## config.mk

```make
export PLATFORM = sky130hd
export DESIGN_NAME = tlpc_core
export DESIGN_NICKNAME = d
export VERILOG_FILES = /design/src/shared/tlpc_pkg.sv /design/src/logic/tlpc_core.sv
export VERILOG_INCLUDE_DIRS = /design/src /design/src/shared
export SDC_FILE = /design/constraint.sdc
export NUM_CORES = 1
export LEC_CHECK = 0
export BUFFER_PORTS_ARGS = -buffer_cell sky130_fd_sc_hd__buf_4
export CELL_PAD_IN_SITES_DETAIL_PLACEMENT = 1
export CELL_PAD_IN_SITES_GLOBAL_PLACEMENT = 2
export CORE_MARGIN = 5
export CORE_UTILIZATION = 30
export DETAILED_ROUTE_END_ITERATION = 12
export PLACE_DENSITY = 0.76
export SLEW_MARGIN = 20
export SYNTH_ARGS = -nofsm -noshare
export SYNTH_HDL_FRONTEND = slang
export SYNTH_SLANG_ARGS = --single-unit
```

## constraint.sdc

```tcl
create_clock -name clock -period 2.85 [get_ports clock]
set_input_delay 0.1425 -clock clock [delete_from_list [all_inputs] [get_ports clock]]
set_output_delay 0.1425 -clock clock [all_outputs]
set_load 0.03 [all_outputs]
```

## src/shared/tlpc_defines.svh

```systemverilog
// constants for the torque limit / push control block
`ifndef TLPC_DEFINES_SVH
`define TLPC_DEFINES_SVH

`define TLPC_ADDR_CTRL 8'h00
`define TLPC_ADDR_DATA 8'h04
`define TLPC_ADDR_MAP 8'h08
`define TLPC_ADDR_STAT 8'h0C
`define TLPC_ADDR_TPDO 8'h10

`define TLPC_CTRL_REQ 0
`define TLPC_CTRL_PUSH 1
`define TLPC_STAT_LIMIT 0
`define TLPC_STAT_REQ 1
`define TLPC_TPDO_BIT 12

`define TLPC_MAP_BUS_BIT_LSB 0
`define TLPC_MAP_BUS_EN 3
`define TLPC_MAP_LIM_IN_LSB 4
`define TLPC_MAP_REQ_OUT_LSB 8
`define TLPC_MAP_SEL0_LSB 12
`define TLPC_MAP_SEL1_LSB 16
`define TLPC_MAP_SEL2_LSB 20
`define TLPC_MAP_REQ_IN_LSB 24

`define TLPC_MAP_RESET 32'h0000_0000
`define TLPC_SEL_MAX_TORQUE 3'h3
`define TLPC_SEL_MAX_PUSH 3'h7

`endif

```

## src/shared/tlpc_pkg.sv

```systemverilog
// types for the torque limit / push control block
package tlpc_pkg;
    typedef enum logic [2:0] {
        TLPC_SRC_NONE = 3'b001,
        TLPC_SRC_CMD = 3'b010,
        TLPC_SRC_PIN = 3'b100
    } tlpc_src_t;
endpackage : tlpc_pkg

```

## src/logic/tlpc_core.sv

```systemverilog
// torque limit and push-motion control with apb register access
`timescale 1ns/1ps
`include "tlpc_defines.svh"

module tlpc_core #(
    parameter int NPORT = 8
) (
    input wire logic clock,
    input wire logic rst_n,
    input wire logic psel,
    input wire logic penable,
    input wire logic pwrite,
    input wire logic [7:0] paddr,
    input wire logic [31:0] pwdata,
    output logic [31:0] prdata,
    output logic pready,
    output logic pslverr,
    input wire logic [NPORT:1] din,
    input wire logic [NPORT:1] io_in,
    input wire logic [7:0] rpdo_byte0,
    input wire logic rpdo_valid,
    input wire logic torque_300pct,
    output logic [NPORT:1] dout,
    output logic limit_reached,
    output logic [15:0] tpdo_bytes01,
    output logic [2:0] src_last
);
    // port fetch: zero means unassigned
    function automatic logic pick(input logic [NPORT:1] v, input logic [3:0] p);
        pick = (p != 4'h0 && 32'(p) <= NPORT) ? v[p] : 1'b0;
    endfunction : pick

    logic [31:0] ctrl;
    logic [2:0] drive_data_select;
    logic [31:0] map;
    logic limit_push_request;
    logic sync1;
    logic sync2;
    logic pin_q;
    logic bus_q;
    tlpc_pkg::tlpc_src_t src;

    wire logic [3:0] lim_in_port = map[`TLPC_MAP_LIM_IN_LSB +: 4];
    wire logic [3:0] req_in_port = map[`TLPC_MAP_REQ_IN_LSB +: 4];
    wire logic [3:0] req_out_port = map[`TLPC_MAP_REQ_OUT_LSB +: 4];
    wire logic [3:0] sel0_port = map[`TLPC_MAP_SEL0_LSB +: 4];
    wire logic [3:0] sel1_port = map[`TLPC_MAP_SEL1_LSB +: 4];
    wire logic [3:0] sel2_port = map[`TLPC_MAP_SEL2_LSB +: 4];
    wire logic [2:0] bus_bit = map[`TLPC_MAP_BUS_BIT_LSB +: 3];
    wire logic bus_map_en = map[`TLPC_MAP_BUS_EN];
    // request output not overridden by a select line
    wire logic req_port_alone = req_out_port != sel0_port && req_out_port != sel1_port
        && req_out_port != sel2_port;
    wire logic push_mode = ctrl[`TLPC_CTRL_PUSH];
    wire logic acc = psel && penable;
    wire logic wr = acc && pwrite;
    wire logic wr_ctrl = wr && paddr == `TLPC_ADDR_CTRL;
    wire logic wr_data = wr && paddr == `TLPC_ADDR_DATA;
    wire logic wr_map = wr && paddr == `TLPC_ADDR_MAP;
    wire logic known = paddr == `TLPC_ADDR_CTRL || paddr == `TLPC_ADDR_DATA || paddr == `TLPC_ADDR_MAP
        || paddr == `TLPC_ADDR_STAT || paddr == `TLPC_ADDR_TPDO;
    wire logic [2:0] sel_max = push_mode ? `TLPC_SEL_MAX_PUSH : `TLPC_SEL_MAX_TORQUE;
    wire logic pin_now = pick(io_in, req_in_port);
    wire logic bus_now = bus_map_en && rpdo_byte0[bus_bit];
    wire logic pin_edge = pin_now != pin_q;
    wire logic bus_edge = rpdo_valid && bus_now != bus_q;
    // driver limit condition line after sync, or 300 percent torque taken directly without sync
    wire logic limit_in = pick(din, lim_in_port);
    wire logic next_limit = sync2 || torque_300pct;
    // latest writer wins; bus and pin same cycle: bus wins, first in order below
    wire logic next_req = bus_edge ? bus_now : pin_edge ? pin_now : wr_ctrl ? pwdata[`TLPC_CTRL_REQ]
        : limit_push_request;
    wire logic [2:0] next_sel = (wr_data && pwdata[2:0] <= sel_max) ? pwdata[2:0] : drive_data_select;

    logic [31:0] rd;
    always_comb begin
        rd = 32'h0000_0000;
        unique case (paddr)
            `TLPC_ADDR_CTRL: rd = {30'h0, push_mode, limit_push_request};
            `TLPC_ADDR_DATA: rd = {29'h0, drive_data_select};
            `TLPC_ADDR_MAP: rd = map;
            `TLPC_ADDR_STAT: rd = {30'h0, limit_push_request, limit_reached};
            `TLPC_ADDR_TPDO: rd = {16'h0, tpdo_bytes01};
            default: rd = 32'h0000_0000;
        endcase
    end

    // connector output builder
    logic [NPORT:1] next_dout;
    always_comb begin
        next_dout = '0;
        for (int i = 1; i <= NPORT; i++) begin
            if (req_out_port == 4'(i)) next_dout[i] = next_req;
            if (sel0_port == 4'(i)) next_dout[i] = next_sel[0];
            if (sel1_port == 4'(i)) next_dout[i] = next_sel[1];
            if (sel2_port == 4'(i)) next_dout[i] = next_sel[2] && push_mode;
        end
    end

    always_ff @(posedge clock or negedge rst_n) begin
        if (!rst_n) begin
            ctrl <= 32'h0000_0000;
            drive_data_select <= 3'h0;
            map <= `TLPC_MAP_RESET;
            limit_push_request <= 1'b0;
            src <= tlpc_pkg::TLPC_SRC_NONE;
            sync1 <= 1'b0;
            sync2 <= 1'b0;
            pin_q <= 1'b0;
            bus_q <= 1'b0;
            dout <= '0;
            limit_reached <= 1'b0;
            tpdo_bytes01 <= 16'h0000;
            prdata <= 32'h0000_0000;
            pready <= 1'b0;
            pslverr <= 1'b0;
        end else begin
            if (wr_ctrl) ctrl <= {30'h0, pwdata[`TLPC_CTRL_PUSH], 1'b0};
            drive_data_select <= next_sel;
            if (wr_map) map <= pwdata;
            limit_push_request <= next_req;
            if (bus_edge) src <= tlpc_pkg::TLPC_SRC_PIN;
            else if (pin_edge) src <= tlpc_pkg::TLPC_SRC_PIN;
            else if (wr_ctrl) src <= tlpc_pkg::TLPC_SRC_CMD;
            sync1 <= limit_in;
            sync2 <= sync1;
            pin_q <= pin_now;
            if (rpdo_valid) bus_q <= bus_now;
            dout <= next_dout;
            limit_reached <= next_limit;
            tpdo_bytes01 <= {3'h0, next_limit, 12'h000};
            prdata <= (psel && !penable && !pwrite) ? rd : prdata;
            pready <= psel && !penable;
            pslverr <= psel && !penable && !known;
        end
    end

    assign src_last = src;

    // checks
    a_req_binary: assert property (@(posedge clock) disable iff (!rst_n)
        wr_ctrl && !pin_edge && !bus_edge |=> limit_push_request == $past(pwdata[`TLPC_CTRL_REQ]))
        else $error("request not taken from command");
    a_pin_wins: assert property (@(posedge clock) disable iff (!rst_n)
        pin_edge && !bus_edge |=> limit_push_request == $past(pin_now))
        else $error("pin change lost");
    a_bus_wins: assert property (@(posedge clock) disable iff (!rst_n)
        bus_edge |=> limit_push_request == $past(bus_now))
        else $error("fieldbus change lost");
    a_req_hold: assert property (@(posedge clock) disable iff (!rst_n)
        !wr_ctrl && !pin_edge && !bus_edge |=> limit_push_request == $past(limit_push_request))
        else $error("request changed with no source");
    a_limit_sync: assert property (@(posedge clock) disable iff (!rst_n)
        $rose(limit_in) && !torque_300pct ##1 !torque_300pct ##1 !torque_300pct ##0 limit_in |=> limit_reached)
        else $error("limit not seen after sync");
    a_torque_over: assert property (@(posedge clock) disable iff (!rst_n)
        torque_300pct |=> limit_reached)
        else $error("overload torque not reported");
    a_tpdo_bit: assert property (@(posedge clock) disable iff (!rst_n)
        tpdo_bytes01 == {3'h0, limit_reached, 12'h000})
        else $error("transmit bit differs from output");
    a_sel_accept: assert property (@(posedge clock) disable iff (!rst_n)
        wr_data && pwdata[2:0] <= sel_max |=> drive_data_select == $past(pwdata[2:0]))
        else $error("data select write lost");
    a_sel_torque: assert property (@(posedge clock) disable iff (!rst_n)
        wr_data && !push_mode && pwdata[2:0] > `TLPC_SEL_MAX_TORQUE
        |=> drive_data_select == $past(drive_data_select))
        else $error("torque data range violated");
    a_unmapped_pin: assert property (@(posedge clock) disable iff (!rst_n)
        req_in_port == 4'h0 |-> !pin_now)
        else $error("unassigned input acted");
    a_unmapped_out: assert property (@(posedge clock) disable iff (!rst_n)
        $past(map[`TLPC_MAP_REQ_OUT_LSB +: 16]) == 16'h0000 |-> dout == '0)
        else $error("unassigned output driven");
    a_req_out_pin: assert property (@(posedge clock) disable iff (!rst_n)
        $past(req_out_port) != 4'h0 && $past(req_port_alone)
        |-> pick(dout, $past(req_out_port)) == limit_push_request)
        else $error("request output differs from request");
    a_apb_ready: assert property (@(posedge clock) disable iff (!rst_n)
        psel && !penable |=> pready) else $error("no ready after setup");
    a_apb_error: assert property (@(posedge clock) disable iff (!rst_n)
        psel && !penable && !known |=> pslverr) else $error("no error for unmapped address");
    c_req_cmd: cover property (@(posedge clock) disable iff (!rst_n) wr_ctrl && pwdata[0]);
    c_req_pin: cover property (@(posedge clock) disable iff (!rst_n) pin_edge);
    c_req_bus: cover property (@(posedge clock) disable iff (!rst_n) bus_edge);
    c_limit: cover property (@(posedge clock) disable iff (!rst_n) $rose(limit_reached));
    c_push_limit: cover property (@(posedge clock) disable iff (!rst_n)
        push_mode && limit_push_request && $rose(limit_reached));
endmodule : tlpc_core

```

# Word level (Yosys, flattened, before mapping)
# Cells that the tools add are included.
op_classes:
  magnitude_cmp: 6
  eq_ne: 38
  muxes: 49
  n_reduce_logical: 26
op_table:
  columns: ["cell", "count"]
  rows:
  - ["case mux 32 bit (5 select lines)", 1]
  - ["equality test 4 x 3 -> 1 bit (second input constant)", 16]
  - ["2-to-1 mux 1 bit", 40]
  - ["equality test 4 x 2 -> 1 bit (second input constant)", 8]
  - ["equality test 4 x 1 -> 1 bit (second input constant)", 4]
  - ["equality test 4 bit (second input constant)", 4]
  - ["equality test 8 x 4 -> 1 bit (second input constant)", 2]
  - ["2-to-1 mux 3 bit", 5]
  - ["logical AND 1 bit", 14]
  - ["< comparator 4 x 5 -> 1 bit (second input constant)", 2]
  - ["binary-select mux 1 bit (select 4 bit)", 2]
  - ["equality test 8 x 3 -> 1 bit (second input constant)", 1]
  - ["equality test 8 x 5 -> 1 bit (second input constant)", 1]
  - ["less-or-equal comparator 4 bit (second input constant)", 2]
  - ["logical NOT 8 bit", 1]
  - ["nonzero test 4 bit", 2]
  - ["logical OR 1 bit", 5]
  - ["< comparator 3 x 4 -> 1 bit (second input constant)", 1]
  - ["binary-select mux 1 bit (select 3 bit)", 1]
  - ["less-or-equal comparator 3 bit", 1]
  - ["logical NOT 1 bit", 3]
  - ["nonzero test 3 bit", 1]
  - ["!= test 1 bit", 2]
word_totals:
  register_bits: 87
  in_bits: 71
  out_inout_bits: 62
  elab_cells: 133

# Depth between registers and ports, before layout
# Gate-level depths: netlist of run 1.
depth:
  depth_word: 10
  ltp_mapped: 10
  depth_no_buf: 9

# Least setup slack after synthesis of run 1
# OpenSTA, ideal clock, no wires.
synth_timing:
  path_type: "in2reg"
  from: "input port paddr[4]"
  to: "register dout[4] in the netlist's numbering"
  setup_ps: 88
  arrival_time_ps: 2300
  required_time_ps: 2762
  slack_ps: 462
  stages: 7
  path_buffers: 0
  cell_sequence: "or4_1 -> nand3b_1 -> mux2i_1 -> maj3_2 -> o21ai_4 -> or4b_1 -> a41oi_1"
synth_between:
  elab_chain_len: 9
  elab_cells_between_ends: 14
  classes_between: "eq/ne: 1; mux: 8; reduce/logical: 5"
synth_rtl:
  columns: ["element", "line", "rtl"]
  rows:
  - ["start, declared", "tlpc_core.sv:13", "input wire logic [7:0] paddr,"]
  - ["logical NOT 8 bit", null, null]
  - ["logical AND 1 bit (no line)", null, null]
  - ["2-to-1 mux 1 bit (3 in a row)", "tlpc_core.sv:71", "wire logic next_req = bus_edge ? bus_now : pin_edge ? pin_now : wr_ctrl ? pwdata[`TLPC_CTRL_REQ]"]
  - ["named net next_req", "tlpc_core.sv:71", null]
  - ["2-to-1 mux 1 bit", "tlpc_core.sv:93", "if (req_out_port == 4'(i)) next_dout[i] = next_req;"]
  - ["2-to-1 mux 1 bit", "tlpc_core.sv:94", "if (sel0_port == 4'(i)) next_dout[i] = next_sel[0];"]
  - ["2-to-1 mux 1 bit", "tlpc_core.sv:95", "if (sel1_port == 4'(i)) next_dout[i] = next_sel[1];"]
  - ["2-to-1 mux 1 bit", "tlpc_core.sv:96", "if (sel2_port == 4'(i)) next_dout[i] = next_sel[2] && push_mode;"]
  - ["named net next_dout (one bit)", "tlpc_core.sv:89", "logic [NPORT:1] next_dout;"]
  - ["end signal, assigned", "tlpc_core.sv:129", "dout <= next_dout;"]
  - ["end, declared", "tlpc_core.sv:23", "output logic [NPORT:1] dout,"]
# The timed path passes the listed nets, and every way through them passes these cells.
# A chain may end at the register's enable or synchronous reset.

# Final worst setup path of run 1
layout_timing:
  from: "register map[24]"
  to: "register dout[4] in the netlist's numbering"
layout_between:
  elab_chain_len: 10
  elab_cells_between_ends: 13
  classes_between: "order compare: 1; eq/ne: 1; mux: 9; reduce/logical: 2"
layout_rtl:
  columns: ["element", "line", "rtl"]
  rows:
  - ["start, declared", "tlpc_core.sv:35", "logic [31:0] map;"]
  - ["start signal, assigned", "tlpc_core.sv:104", "map <= `TLPC_MAP_RESET;"]
  - ["start signal, assigned", "tlpc_core.sv:120", "if (wr_map) map <= pwdata;"]
  - ["binary-select mux 1 bit (select 4 bit), or another cell as far along", "tlpc_core.sv:30", "pick = (p != 4'h0 && 32'(p) <= NPORT) ? v[p] : 1'b0;"]
  - ["2-to-1 mux 1 bit (not written as such) / logical AND 1 bit (equally long branches)", "tlpc_core.sv:30", null]
  - ["2-to-1 mux 1 bit (*)", "tlpc_core.sv:30", null]
  - ["!= test 1 bit", "tlpc_core.sv:65", "wire logic pin_edge = pin_now != pin_q;"]
  - ["2-to-1 mux 1 bit (*) (2 in a row)", "tlpc_core.sv:71", null]
  - ["named net next_req", "tlpc_core.sv:71", null]
  - ["2-to-1 mux 1 bit (*)", "tlpc_core.sv:93", null]
  - ["2-to-1 mux 1 bit (*)", "tlpc_core.sv:94", null]
  - ["2-to-1 mux 1 bit (*)", "tlpc_core.sv:95", null]
  - ["2-to-1 mux 1 bit (*)", "tlpc_core.sv:96", null]
  - ["named net next_dout (one bit)", "tlpc_core.sv:89", null]
# The timed path passes the listed nets; every way through them passes the cells marked *. The select of a mux whose other input is x is not followed.

==> out/qor.txt, run 1 <==
Clock period minus worst slack: 2.41 ns
Commonest non-fill, non-tap cells in the layout: 125 x buf_4, 87 x nand2_1, 86 x dfrtp_1
Rel. slew slack: 0.500
Grt total ovfl: 0
Post-Synthesis Cells: 410
H-tree Lvls: 3
M2 GR Usage: 0.267
Drc violations: 0
Data required, critical path: 3.10 ns
Post-Synth XOR/XNOR Area: 0.00417
Synth Flop Type: dfrtp_1
Seq/Total Area, Yosys: 0.518
First-pass GRT wire length: 20,300 um
Crit Path Max Fanout: 8
CTS Buf Count: 9
Share of cells above drive strength 1: 0.363
Die width: 128 um
Number of global-route vias before repair: 3,827
Clk slew on worst S/H paths: 0.06 ns
WP data arrival: 2.66 ns
Maximum vdd ir drop: 256 uV
# IOs: 133
Die area: 16,500 sq um
TritonRoute pass-1 iters: 4
Design area: 5610 sq um
Critical Path End Type: flip-flop
Power Dens Cells: 528 nW/um^2
CTS tree: yes
Post-synth EDFFs: 0
Highest clock rate: 415 MHz
Max-slew violations: 0
Async set-reset flop share out of synthesis: 1.00
Met3 usage: 0.0345
Layout Skew: 0.00510 ns
Final hold vios: 0
Gates resized, CTS repair: 0
Clk_lat worst skew: 0.33 ns
All-layer global routing usage: 0.159
Final core occ: 0.405
Starting Density: 0.304
Layout Cells excl Fill: 715
Type of the worst min-delay path: in -> reg
Ys Warns: 0
CTS sink cnt: 87
Max-cap viol count: 0
Total Wirelength: 12,900 um
ANT nets after route: 0
Unique masters post-synth: 45
Least-Margin Pin Slew: 0.740 ns
I/O Buffers: 117
Post-synthesis adder-cell area fraction: 0.00566
# setup viols final: 0
Hold Slack: 0.0447 ns
Postcts setup bufs: 0
Wire per inst: 18.0 um
Max clock buf depth: 2
Largest net degree at the start of global routing: 82
Clk root buf: clkbuf_16
Avg Synthesized Cell Area: 10.3 sq um
Static Leakage: 2.81 nW
Die Ht: 128 um
Commonest non-fill, non-tap cell in the layout: buf_4
Core area: 13,800 sq um
Number of antenna violations at the first check in global routing: 0
Area Overhead vs Synth: 33.4%
DR vias: 3,554
RSZ-0062 raised after global routing: false
Layout Nets: 603
Main combinational cell family by area after synthesis: simple AND/OR/NAND/NOR gates
Status: finished clean
Placed cells: 698
Post-DP HPWL: 9750 um
GR met1 Demand/Resource: 0.206
Mux contribution to synthesized area: 0.134
Grt peak-use layer: met2
Simple logic cell fraction of the synthesized area: 0.225
1st-iter DRT viols: 210
Final setup TNS: 0 ns
Period utilization: 0.846
ANT cells: 0
Routed vias/inst: 4.97
# rows: 43
Mapped cell area: 4200 sq um
Dpl cell area: 5250 sq um
Gpl congestion: 0.833
Critical Path Start Type: flip-flop
Cts hold-fix bufs: 1
Complex-gate fraction of the synthesized area: 0.0649
Synth Register Bits: 87
Crit Path Class: reg -> reg
[path summary, 6_finish.rpt]
check,from,endpoint,slack (ns),depth (start not counted)
min in group asynchronous,rst_n,src_last[2]$_DFFE_PN0P_,0.41,2
hold reg to reg,sync1$_DFF_PN0_,sync2$_DFF_PN0_,0.35,0
max in group asynchronous,rst_n,prdata[26]$_DFFE_PN0P_,1.79,3
setup / recovery,map[24]$_DFFE_PN0P_,dout[4]$_DFF_PN0_,0.44,7
hold / removal,pwdata[10],map[10]$_DFFE_PN0P_,0.04,2
setup reg to reg,map[24]$_DFFE_PN0P_,dout[4]$_DFF_PN0_,0.44,7
[Yosys cell counts (3+ instances only)]
master / number / area [sq um]
clkbuf_1: 13 / 48.8
nor3_1: 8 / 40.0
a211oi_1: 3 / 22.5
a41oi_1: 7 / 61.3
nand3_1: 44 / 220
inv_1: 4 / 15.0
nor2_1: 17 / 63.8
dfrtp_1: 86 / 2150
buf_4: 16 / 120
o22ai_1: 7 / 43.8
o21ai_0: 6 / 30.0
nand2b_1: 10 / 62.6
nor2b_1: 8 / 50.1
mux4_2: 3 / 67.6
buf_1: 3 / 11.3
nand3b_1: 3 / 22.5
a22oi_1: 3 / 22.5
nor4b_1: 4 / 35.0
mux2_2: 41 / 462
nand2_1: 87 / 327
and3_1: 4 / 25.0
[kinds of logic after synthesis]
group | count (synthesis)
and+or+nand+nor | 198
DFF | 87
muxes | 47
AOI/OAI and AO/OA | 37
buffers and inverters | 36
adders and majority gates | 2
xor gates and xnor gates | 2
other | 1
[where the power goes]
part	internal [W]	leakage [nW]	switching [W]
registers	0.00127	1.19	0.0000347
clock network	0.000833	0.165	0.000457
logic	0.000154	1.45	0.000209
total	0.00226	2.81	0.000700
[state kept, by name (all words and copies together), names as in the netlist, 3 cells and up]
name,count
drive_data_select,3
dout,8
map,32
src_last,3
prdata,32
[stage by stage]
| stage | worst slack (ns) | power (W) |
|---|---|---|
| 6_report | 0.440 | 0.00296 |
| 5_1_grt | 0.317 | 0.00308 |
| 3_3_place_gp | 0.304 | 0.00168 |
| 4_1_cts | 0.431 | 0.00299 |
| 3_5_place_dp | 0.246 | 0.00169 |
| 2_1_floorplan | 0.462 | 0.00150 |
[layout make-up]
cell class,instances,area [sq um]
clock buffer,12,267
clock inverter,3,65.1
fill,1558,8220
inverter,4,15.0
multi-input combinational,301,1890
sequential,87,2180
tap,180,225
timing repair buffer,128,970
[worst max-delay path: stages, from the launching register on]
cell	delay, ns
dfrtp_1	0.45
and3b_2	0.28
a211oi_1	0.05
o32a_1	0.39
maj3_2	0.34
o21ai_4	0.16
or4b_1	0.45
a41oi_1	0.21
[per-layer routing]
| layer | up-vias | wire length (um) |
|---|---|---|
| met3 | 5 | 675 |
| met2 | 101 | 6400 |
| li1 | 1656 | - |
| met1 | 1792 | 5690 |
| met5 | - | 0 |
| met4 | 0 | 127 |
No activity file was read; power rests on OpenSTA's default activity.
==> inputs of run 2 (changes only) <==
Settings changed: ABC_AREA set to 1, CORE_UTILIZATION 30 to 27, PLACE_DENSITY 0.76 to 0.75.
Clock period 2.85 ns to 1.95 ns, I/O delays scaled along.
==> out/qor.txt, run 2 <==
Die width: 137 um (+7.1%)
Post-Synth XOR/XNOR Area: 0 (-0.00417)
Static Leakage: 3.00 nW (+6.6%)
CTS tree: yes
Area Overhead vs Synth: 37.3%
Seq/Total Area, Yosys: 0.497 (-0.0213)
Starting Density: 0.276 (-0.0280)
TritonRoute pass-1 iters: 4 (unchanged)
Die area: 18,900 sq um (+15%)
Drc violations: 0 (unchanged)
Status: finished clean
I/O Buffers: 117 (unchanged)
Critical Path Start Type: input pin
Footprint of the multi-input gates: 1780 sq um (-5.8%)
Grt total ovfl: 0 (unchanged)
Mapped cell area: 4380 sq um (+4.3%)
CTS Buf Count: 9 (unchanged)
Clk_lat worst skew: 0.34 ns (about the same)
Max-slew violations: 0 (unchanged)
Reg-to-reg slack, setup: 0.22 ns (-0.22 ns)
Share of cells above drive strength 1: 0.252 (-0.111)
H-tree Lvls: 3 (unchanged)
Clk slew on worst S/H paths: 0.07 ns (about the same)
Routed vias/inst: 4.51 (-9.2%)
Power Dens Cells: 678 nW/um^2 (+28%)
Mux contribution to synthesized area: 0.0291 (-0.105)
Post-DP HPWL: 10,500 um (+7.7%)
Reg2Reg Depth: 14 (+7)
Total Wirelength: 13,600 um (+5.8%)
Dpl ws: 0.181 ns (-0.0646 ns)
Register area: 2180 sq um (unchanged)
Ys Warns: 0 (unchanged)
Max-cap viol count: 0 (unchanged)
Fillers: 1,918 (+23%)
ANT nets after route: 0 (unchanged)
Least-Margin Pin Slew: 0.557 ns (-0.183 ns)
# rows: 46 (+7.0%)
Final hold vios: 0 (unchanged)
Synth cell count leaders: 110 x nand2_1, 86 x dfrtp_1, 70 x inv_1
DR vias: 3,986 (+12%)
Layout Nets: 734 (+22%)
Largest net degree at the start of global routing: 59 (-28%)
Rel. slew slack: 0.628 (+0.128)
CTS sink cnt: 87 (unchanged)
Post-Synthesis Cells: 520 (+27%)
Crit Path Max Fanout: 9 (+1)
Critical path's slowest cell: dlygate4sd3_1
Worst r2r src: map[24]$_DFFE_PN0P_
Type of the worst min-delay path: in -> reg
Data required, critical path: 2.18 ns (-0.92 ns)
Synth area leaders: dfrtp_1 49%, nand2_1 9.4%, inv_1 6.0%, nand3_1 4.0%, nor2_1 3.8%
Number of global-route vias before repair: 4,314 (+13%)
# IOs: 133 (unchanged)
CP max stage delay: 0.53 ns (+0.08 ns)
Synth Flop Type: dfrtp_1
Maximum vdd ir drop: 385 uV (+51%)
Post-synthesis adder-cell area fraction: 0.00285 (-0.00280)
Avg Synthesized Cell Area: 8.43 sq um (-18%)
Postcts setup bufs: 0 (unchanged)
Commonest non-fill, non-tap cells in the layout: 120 x buf_4, 109 x nand2_1, 86 x dfrtp_1
Crit Path Class: in -> reg
Hold path cells: 3 (+1)
Commonest non-fill, non-tap cell in the layout: buf_4
# setup viols final: 0 (unchanged)
Clock period minus worst slack: 1.75 ns
Final setup TNS: 0 ns (unchanged)
Yosys top cell by area: dfrtp_1
Top-count cell post-synth: nand2_1
Gpl congestion: 0.875 (+5.1%)
CP cell instances: dlygate4sd3_1, buf_4, nand3_1, inv_1, nand2_1, o21ai_1, nand2_1, nand3_1, nand2_4, nand2_1, nand3_1, nand2_1, nand2_1
Main combinational cell family by area after synthesis: simple AND/OR/NAND/NOR gates
Async set-reset flop share out of synthesis: 1.00 (unchanged)
Period utilization: 0.896
Setup WS post-layout: 0.202 ns (-0.237 ns)
Wire per inst: 15.5 um (-14%)
Top Registers: map x32, prdata x32, dout x8
Critical Path End Type: flip-flop
Max clock buf depth: 2 (unchanged)
Highest clock rate: 572 MHz
Core area: 15,900 sq um (+15%)
Most used cell, CP: nand2_1
Layout Cells excl Fill: 883 (+23%)
Synth Register Bits: 87 (unchanged)
All-layer global routing usage: 0.148 (-0.0108)
Hold endpoint: map[6]$_DFFE_PN0P_
Worst hold start: pwdata[6]
First-pass GRT wire length: 21,900 um (+7.7%)
Complex-gate fraction of the synthesized area: 0.122 (+0.0570)
WP data arrival: 1.98 ns (-0.68 ns)
Die Ht: 137 um (+7.1%)
1st-iter DRT viols: 199 (-5.2%)
Number of antenna violations at the first check in global routing: 0 (unchanged)
Layout Skew: 0.00758 ns (+0.00247 ns)
Final core occ: 0.379 (-0.0267)
ANT cells: 0 (unchanged)
Clk root buf: clkbuf_16
Synth top area share: 0.491 (-0.0210)
Post-synth EDFFs: 0 (unchanged)
Simple logic cell fraction of the synthesized area: 0.237 (+0.0119)
Placed cells: 843 (+21%)
R2R Path End: dout[8]$_DFF_PN0_
Unique masters post-synth: 37 (-18%)
## run 2: changes by cell type after synthesis, sizes merged, moves of 10 or more
cell | before | now
inv | 4 | 75
a21oi | 2 | 25
nor2 | 17 | 45
mux2 | 42 | 9
nand2b | 10 | 0
o21ai | 7 | 24
nand2 | 87 | 114
nor3 | 8 | 20
o31ai | 0 | 21
## run 2: metrics by stage
stage | hold WS, ns | area [sq um] | power, W
after global routing | 0.00648 | 6020 | 0.00429
after CTS | 0.000169 | 6010 | 0.00414
after detailed placement | 0.0595 | 5460 | 0.00230
after global placement | 0.0484 | 5460 | 0.00229
after floorplan | -0.198 | 4440 | 0.00209
final | 0.00943 | 6020 | 0.00408
## run 2: final cells by class
| cell class | instances | area share |
|---|---|---|
| well taps | 216 | 0.0449 |
| clock buffers | 10 | 0.0397 |
| flip-flops and latches | 87 | 0.362 |
| multi-input cells | 342 | 0.295 |
| repair buffers | 147 | 0.200 |
| clock inverters | 6 | 0.0114 |
| inverters | 75 | 0.0468 |
## run 2: what timing repair did
action,4_1_cts,5_1_grt
endpoints found under the hold margin,53,0
setup endpoints to repair,0,4
gates resized for setup,0,2
hold buffers,24,0
## run 2: worst max-delay path, delay by kind of cell
family          cells  cell delay, ns
compound gates      1            0.17
simple gates        9            0.86
buf+inv             3            0.86
## run 2: worst max path at each step
stage / start / end / slack, ns / depth (start not counted)
2_1_floorplan: ctrl[1]$_DFFE_PN0P_ / dout[2]$_DFF_PN0_ / 0.38 / 12
3_3_place_gp: paddr[4] / prdata[0]$_DFFE_PN0P_ / 0.22 / 9
3_5_place_dp: map[24]$_DFFE_PN0P_ / dout[5]$_DFF_PN0_ / 0.18 / 14
4_1_cts: penable / dout[1]$_DFF_PN0_ / 0.16 / 14
5_1_grt: map[24]$_DFFE_PN0P_ / dout[3]$_DFF_PN0_ / -0.007 / 14
6_report: penable / dout[8]$_DFF_PN0_ / 0.20 / 13
## run 2: cell families (layout without fill, tap and decap cells)
| kind of cell | Yosys count | count (layout) |
|---|---|---|
| compound gates | 85 | 85 |
| other cells | 1 | 15 |
| simple gates | 232 | 232 |
| buf+inv | 105 | 238 |
| flops | 87 | 87 |
| mux | 9 | 9 |
| fa+ha+maj | 1 | 1 |
## run 2: per-layer routing
metal,vias to the layer above,track usage,share of wire
met5,-,0,0
met4,0,0.0421,0.013
met3,16,0.0332,0.048
met2,85,0.254,0.50
met1,1927,0.186,0.44
li1,1958,-,-
## run 2: report_power, final
group / internal, W / total (W) / switching, W
combinational: 0.000190 / 0.000443 / 0.000253
sequential: 0.00184 / 0.00186 / 0.0000232
clock: 0.00103 / 0.00177 / 0.000741
==> inputs of run 3 (changes only) <==
Settings changed: ABC_AREA 1 to unset, CORE_UTILIZATION 27 to 28, PLACE_DENSITY 0.75 to 0.74.
==> out/qor.txt, run 3 (synthesis results as in run 1) <==
Net switching power: 0.00105 W (+3.6%)
Largest net degree at the start of global routing: 55 (-6.8%)
# IOs: 133 (unchanged)
ANT cells: 0 (unchanged)
Max-slew violations: 0 (unchanged)
Gpl congestion: 0.818 (-6.5%)
Core area: 14,600 sq um (-7.8%)
Wire per inst: 17.5 um (+13%)
Part of the power in combinational logic: 0.137 (+0.028)
I/O Buffers: 117 (unchanged)
Post-DP HPWL: 10,200 um (-3.0%)
Setup WS post-layout: -0.294 ns (-0.497 ns)
All-layer global routing usage: 0.155 (+0.00737)
Layout Nets: 651 (-11%)
CTS Buf Count: 9 (unchanged)
Type of the worst min-delay path: in -> reg
First-pass GRT wire length: 22,000 um (+0.57%)
Die Ht: 133 um (-3.6%)
Crit Path Class: reg -> reg
Number of antenna violations at the first check in global routing: 0 (unchanged)
Share of cells above drive strength 1: 0.385 (+0.133)
WP data arrival: 2.49 ns (+0.51 ns)
Failing checks: setup timing
ANT nets after route: 0 (unchanged)
Routed vias/inst: 4.83 (+7.1%)
Clk root buf: clkbuf_16
TritonRoute pass-1 iters: 5 (+1)
Layout Skew: 0.00523 ns (-0.00235 ns)
# rows: 44 (-4.3%)
Starting Density: 0.287 (+0.0111)
Data required, critical path: 2.20 ns (+0.02 ns)
Grt total ovfl: 0 (unchanged)
Max-cap viol count: 0 (unchanged)
Max clock buf depth: 2 (unchanged)
Least-Margin Pin Slew: 0.549 ns (-0.00858 ns)
Period utilization: 1.15 (+0.255)
H-tree Lvls: 3 (unchanged)
CTS tree: yes
Top Registers: map x32, prdata x32, dout x8
Power Dens Cells: 715 nW/um^2 (+5.5%)
Commonest non-fill, non-tap cell in the layout: buf_4
Dpl ws: -0.406 ns (-0.587 ns)
1st-iter DRT viols: 217 (+9.0%)
Drc violations: 0 (unchanged)
CTS sink cnt: 87 (unchanged)
Number of global-route vias before repair: 4,067 (-5.7%)
Die area: 17,600 sq um (-7.0%)
Clk slew on worst S/H paths: 0.06 ns (about the same)
# setup viols final: 8 (+8)
Highest clock rate: 446 MHz (-22%)
Clock period minus worst slack: 2.24 ns (+0.497 ns)
Clk pwr share: 0.424 (-0.011)
Clk_lat worst skew: 0.33 ns (about the same)
Total Wirelength: 13,400 um (-1.6%)
Internal power: 0.00329 W (+7.5%)
Status: finished with violations
Sw frac: 0.243 (-0.00685)
DR vias: 3,712 (-6.9%)
Die width: 133 um (-3.6%)
Area Overhead vs Synth: 44.6%
Hold Slack: 0.00984 ns (+0.000400 ns)
Final hold vios: 0 (unchanged)
Maximum vdd ir drop: 475 uV (+24%)
Crit Path Max Fanout: 6 (-3)
RSZ-0062 raised after global routing: true
Static Leakage: 3.03 nW (+1.2%)
Sequential power share: 0.439 (-0.017)
Postcts setup bufs: 0 (unchanged)
Critical Path End Type: flip-flop
Critical Path Start Type: flip-flop
Commonest non-fill, non-tap cells in the layout: 147 x buf_4, 87 x nand2_1, 84 x dfrtp_1
Rel. slew slack: 0.629 (+0.00111)
==> run 3: changes by cell type in the layout (fill, tap and decap cells not counted), sizes merged, moves of 10 or more <==
cell,change
a21oi,-23
buf,+25
inv,-72
mux2,+33
nand2,-27
nand2b,+10
nor2,-28
nor3,-12
o21ai,-17
o31ai,-21
==> run 3: repair_timing <==
action / 4_1_cts / 5_1_grt
hold endpoints to repair: 59 / 0
setup endpoints to repair: 11 / 11
gates cloned: 0 / 0
hold buffers: 28 / 0
gates resized for setup: 5 / 5
pin swaps: 3 / 1
==> run 3: layout make-up <==
type | count | area (sq um)
Clock inverter | 4 | 70.1
Timing Repair Buffer | 176 | 1400
Sequential cell | 87 | 2180
Fill cell | 1650 | 8570
Multi-Input combinational cell | 301 | 1930
Inverter | 4 | 15.0
Tap cell | 184 | 230
Clock buffer | 12 | 246
==> run 3: power groups by stage <==
stage               Combinational (W)  Clock, W  Sequential, W
CTS                          0.000602   0.00188        0.00191
finish                       0.000596   0.00184        0.00191
floorplan                    0.000217         0        0.00199
global placement             0.000541         0        0.00194
detailed placement           0.000551         0        0.00194
global route                 0.000647   0.00197        0.00191
==> run 3: critical path: stages, from the launching register on <==
cell,delay (ns)
dfrtp_2,0.45
mux2_4,0.23
a211oi_2,0.06
o32a_1,0.32
maj3_2,0.34
o21ai_4,0.15
or4b_4,0.47
a41oi_2,0.14
==> run 3: metrics by stage <==
stage	std cells	power, W	util	instance area, sq um	setup TNS, ns
after CTS	768	0.00439	0.414	6060	-1.91
after detailed placement	724	0.00249	0.371	5440	-3.80
final	768	0.00434	0.415	6080	-1.57
after global routing	768	0.00454	0.415	6080	-2.42
after floorplan	424	0.00220	-	4260	-3.75
after global placement	724	0.00248	0.371	5440	-2.75
==> run 3: worst paths after layout <==
| path | startpoint | endpoint | slack [ns] | cells past startpoint |
|---|---|---|---|---|
| min | pwdata[17] | map[17]$_DFFE_PN0P_ | 0.01 | 2 |
| max | map[26]$_DFFE_PN0P_ | dout[4]$_DFF_PN0_ | -0.29 | 7 |
| min reg2reg | sync1$_DFF_PN0_ | sync2$_DFF_PN0_ | 0.35 | 0 |
| max reg2reg | map[26]$_DFFE_PN0P_ | dout[4]$_DFF_PN0_ | -0.29 | 7 |
| min in group asynchronous | rst_n | src_last[2]$_DFFE_PN0P_ | 0.27 | 2 |
| max in group asynchronous | rst_n | map[0]$_DFFE_PN0P_ | 0.99 | 3 |
==> run 3: routing by layer <==
metal  GRT usage  up-vias  share of wire
li1            -     1755              -
met1       0.206     1844           0.45
met2       0.260      104           0.49
met3      0.0376        9          0.051
met4      0.0306        0         0.0064
met5           0        -              0
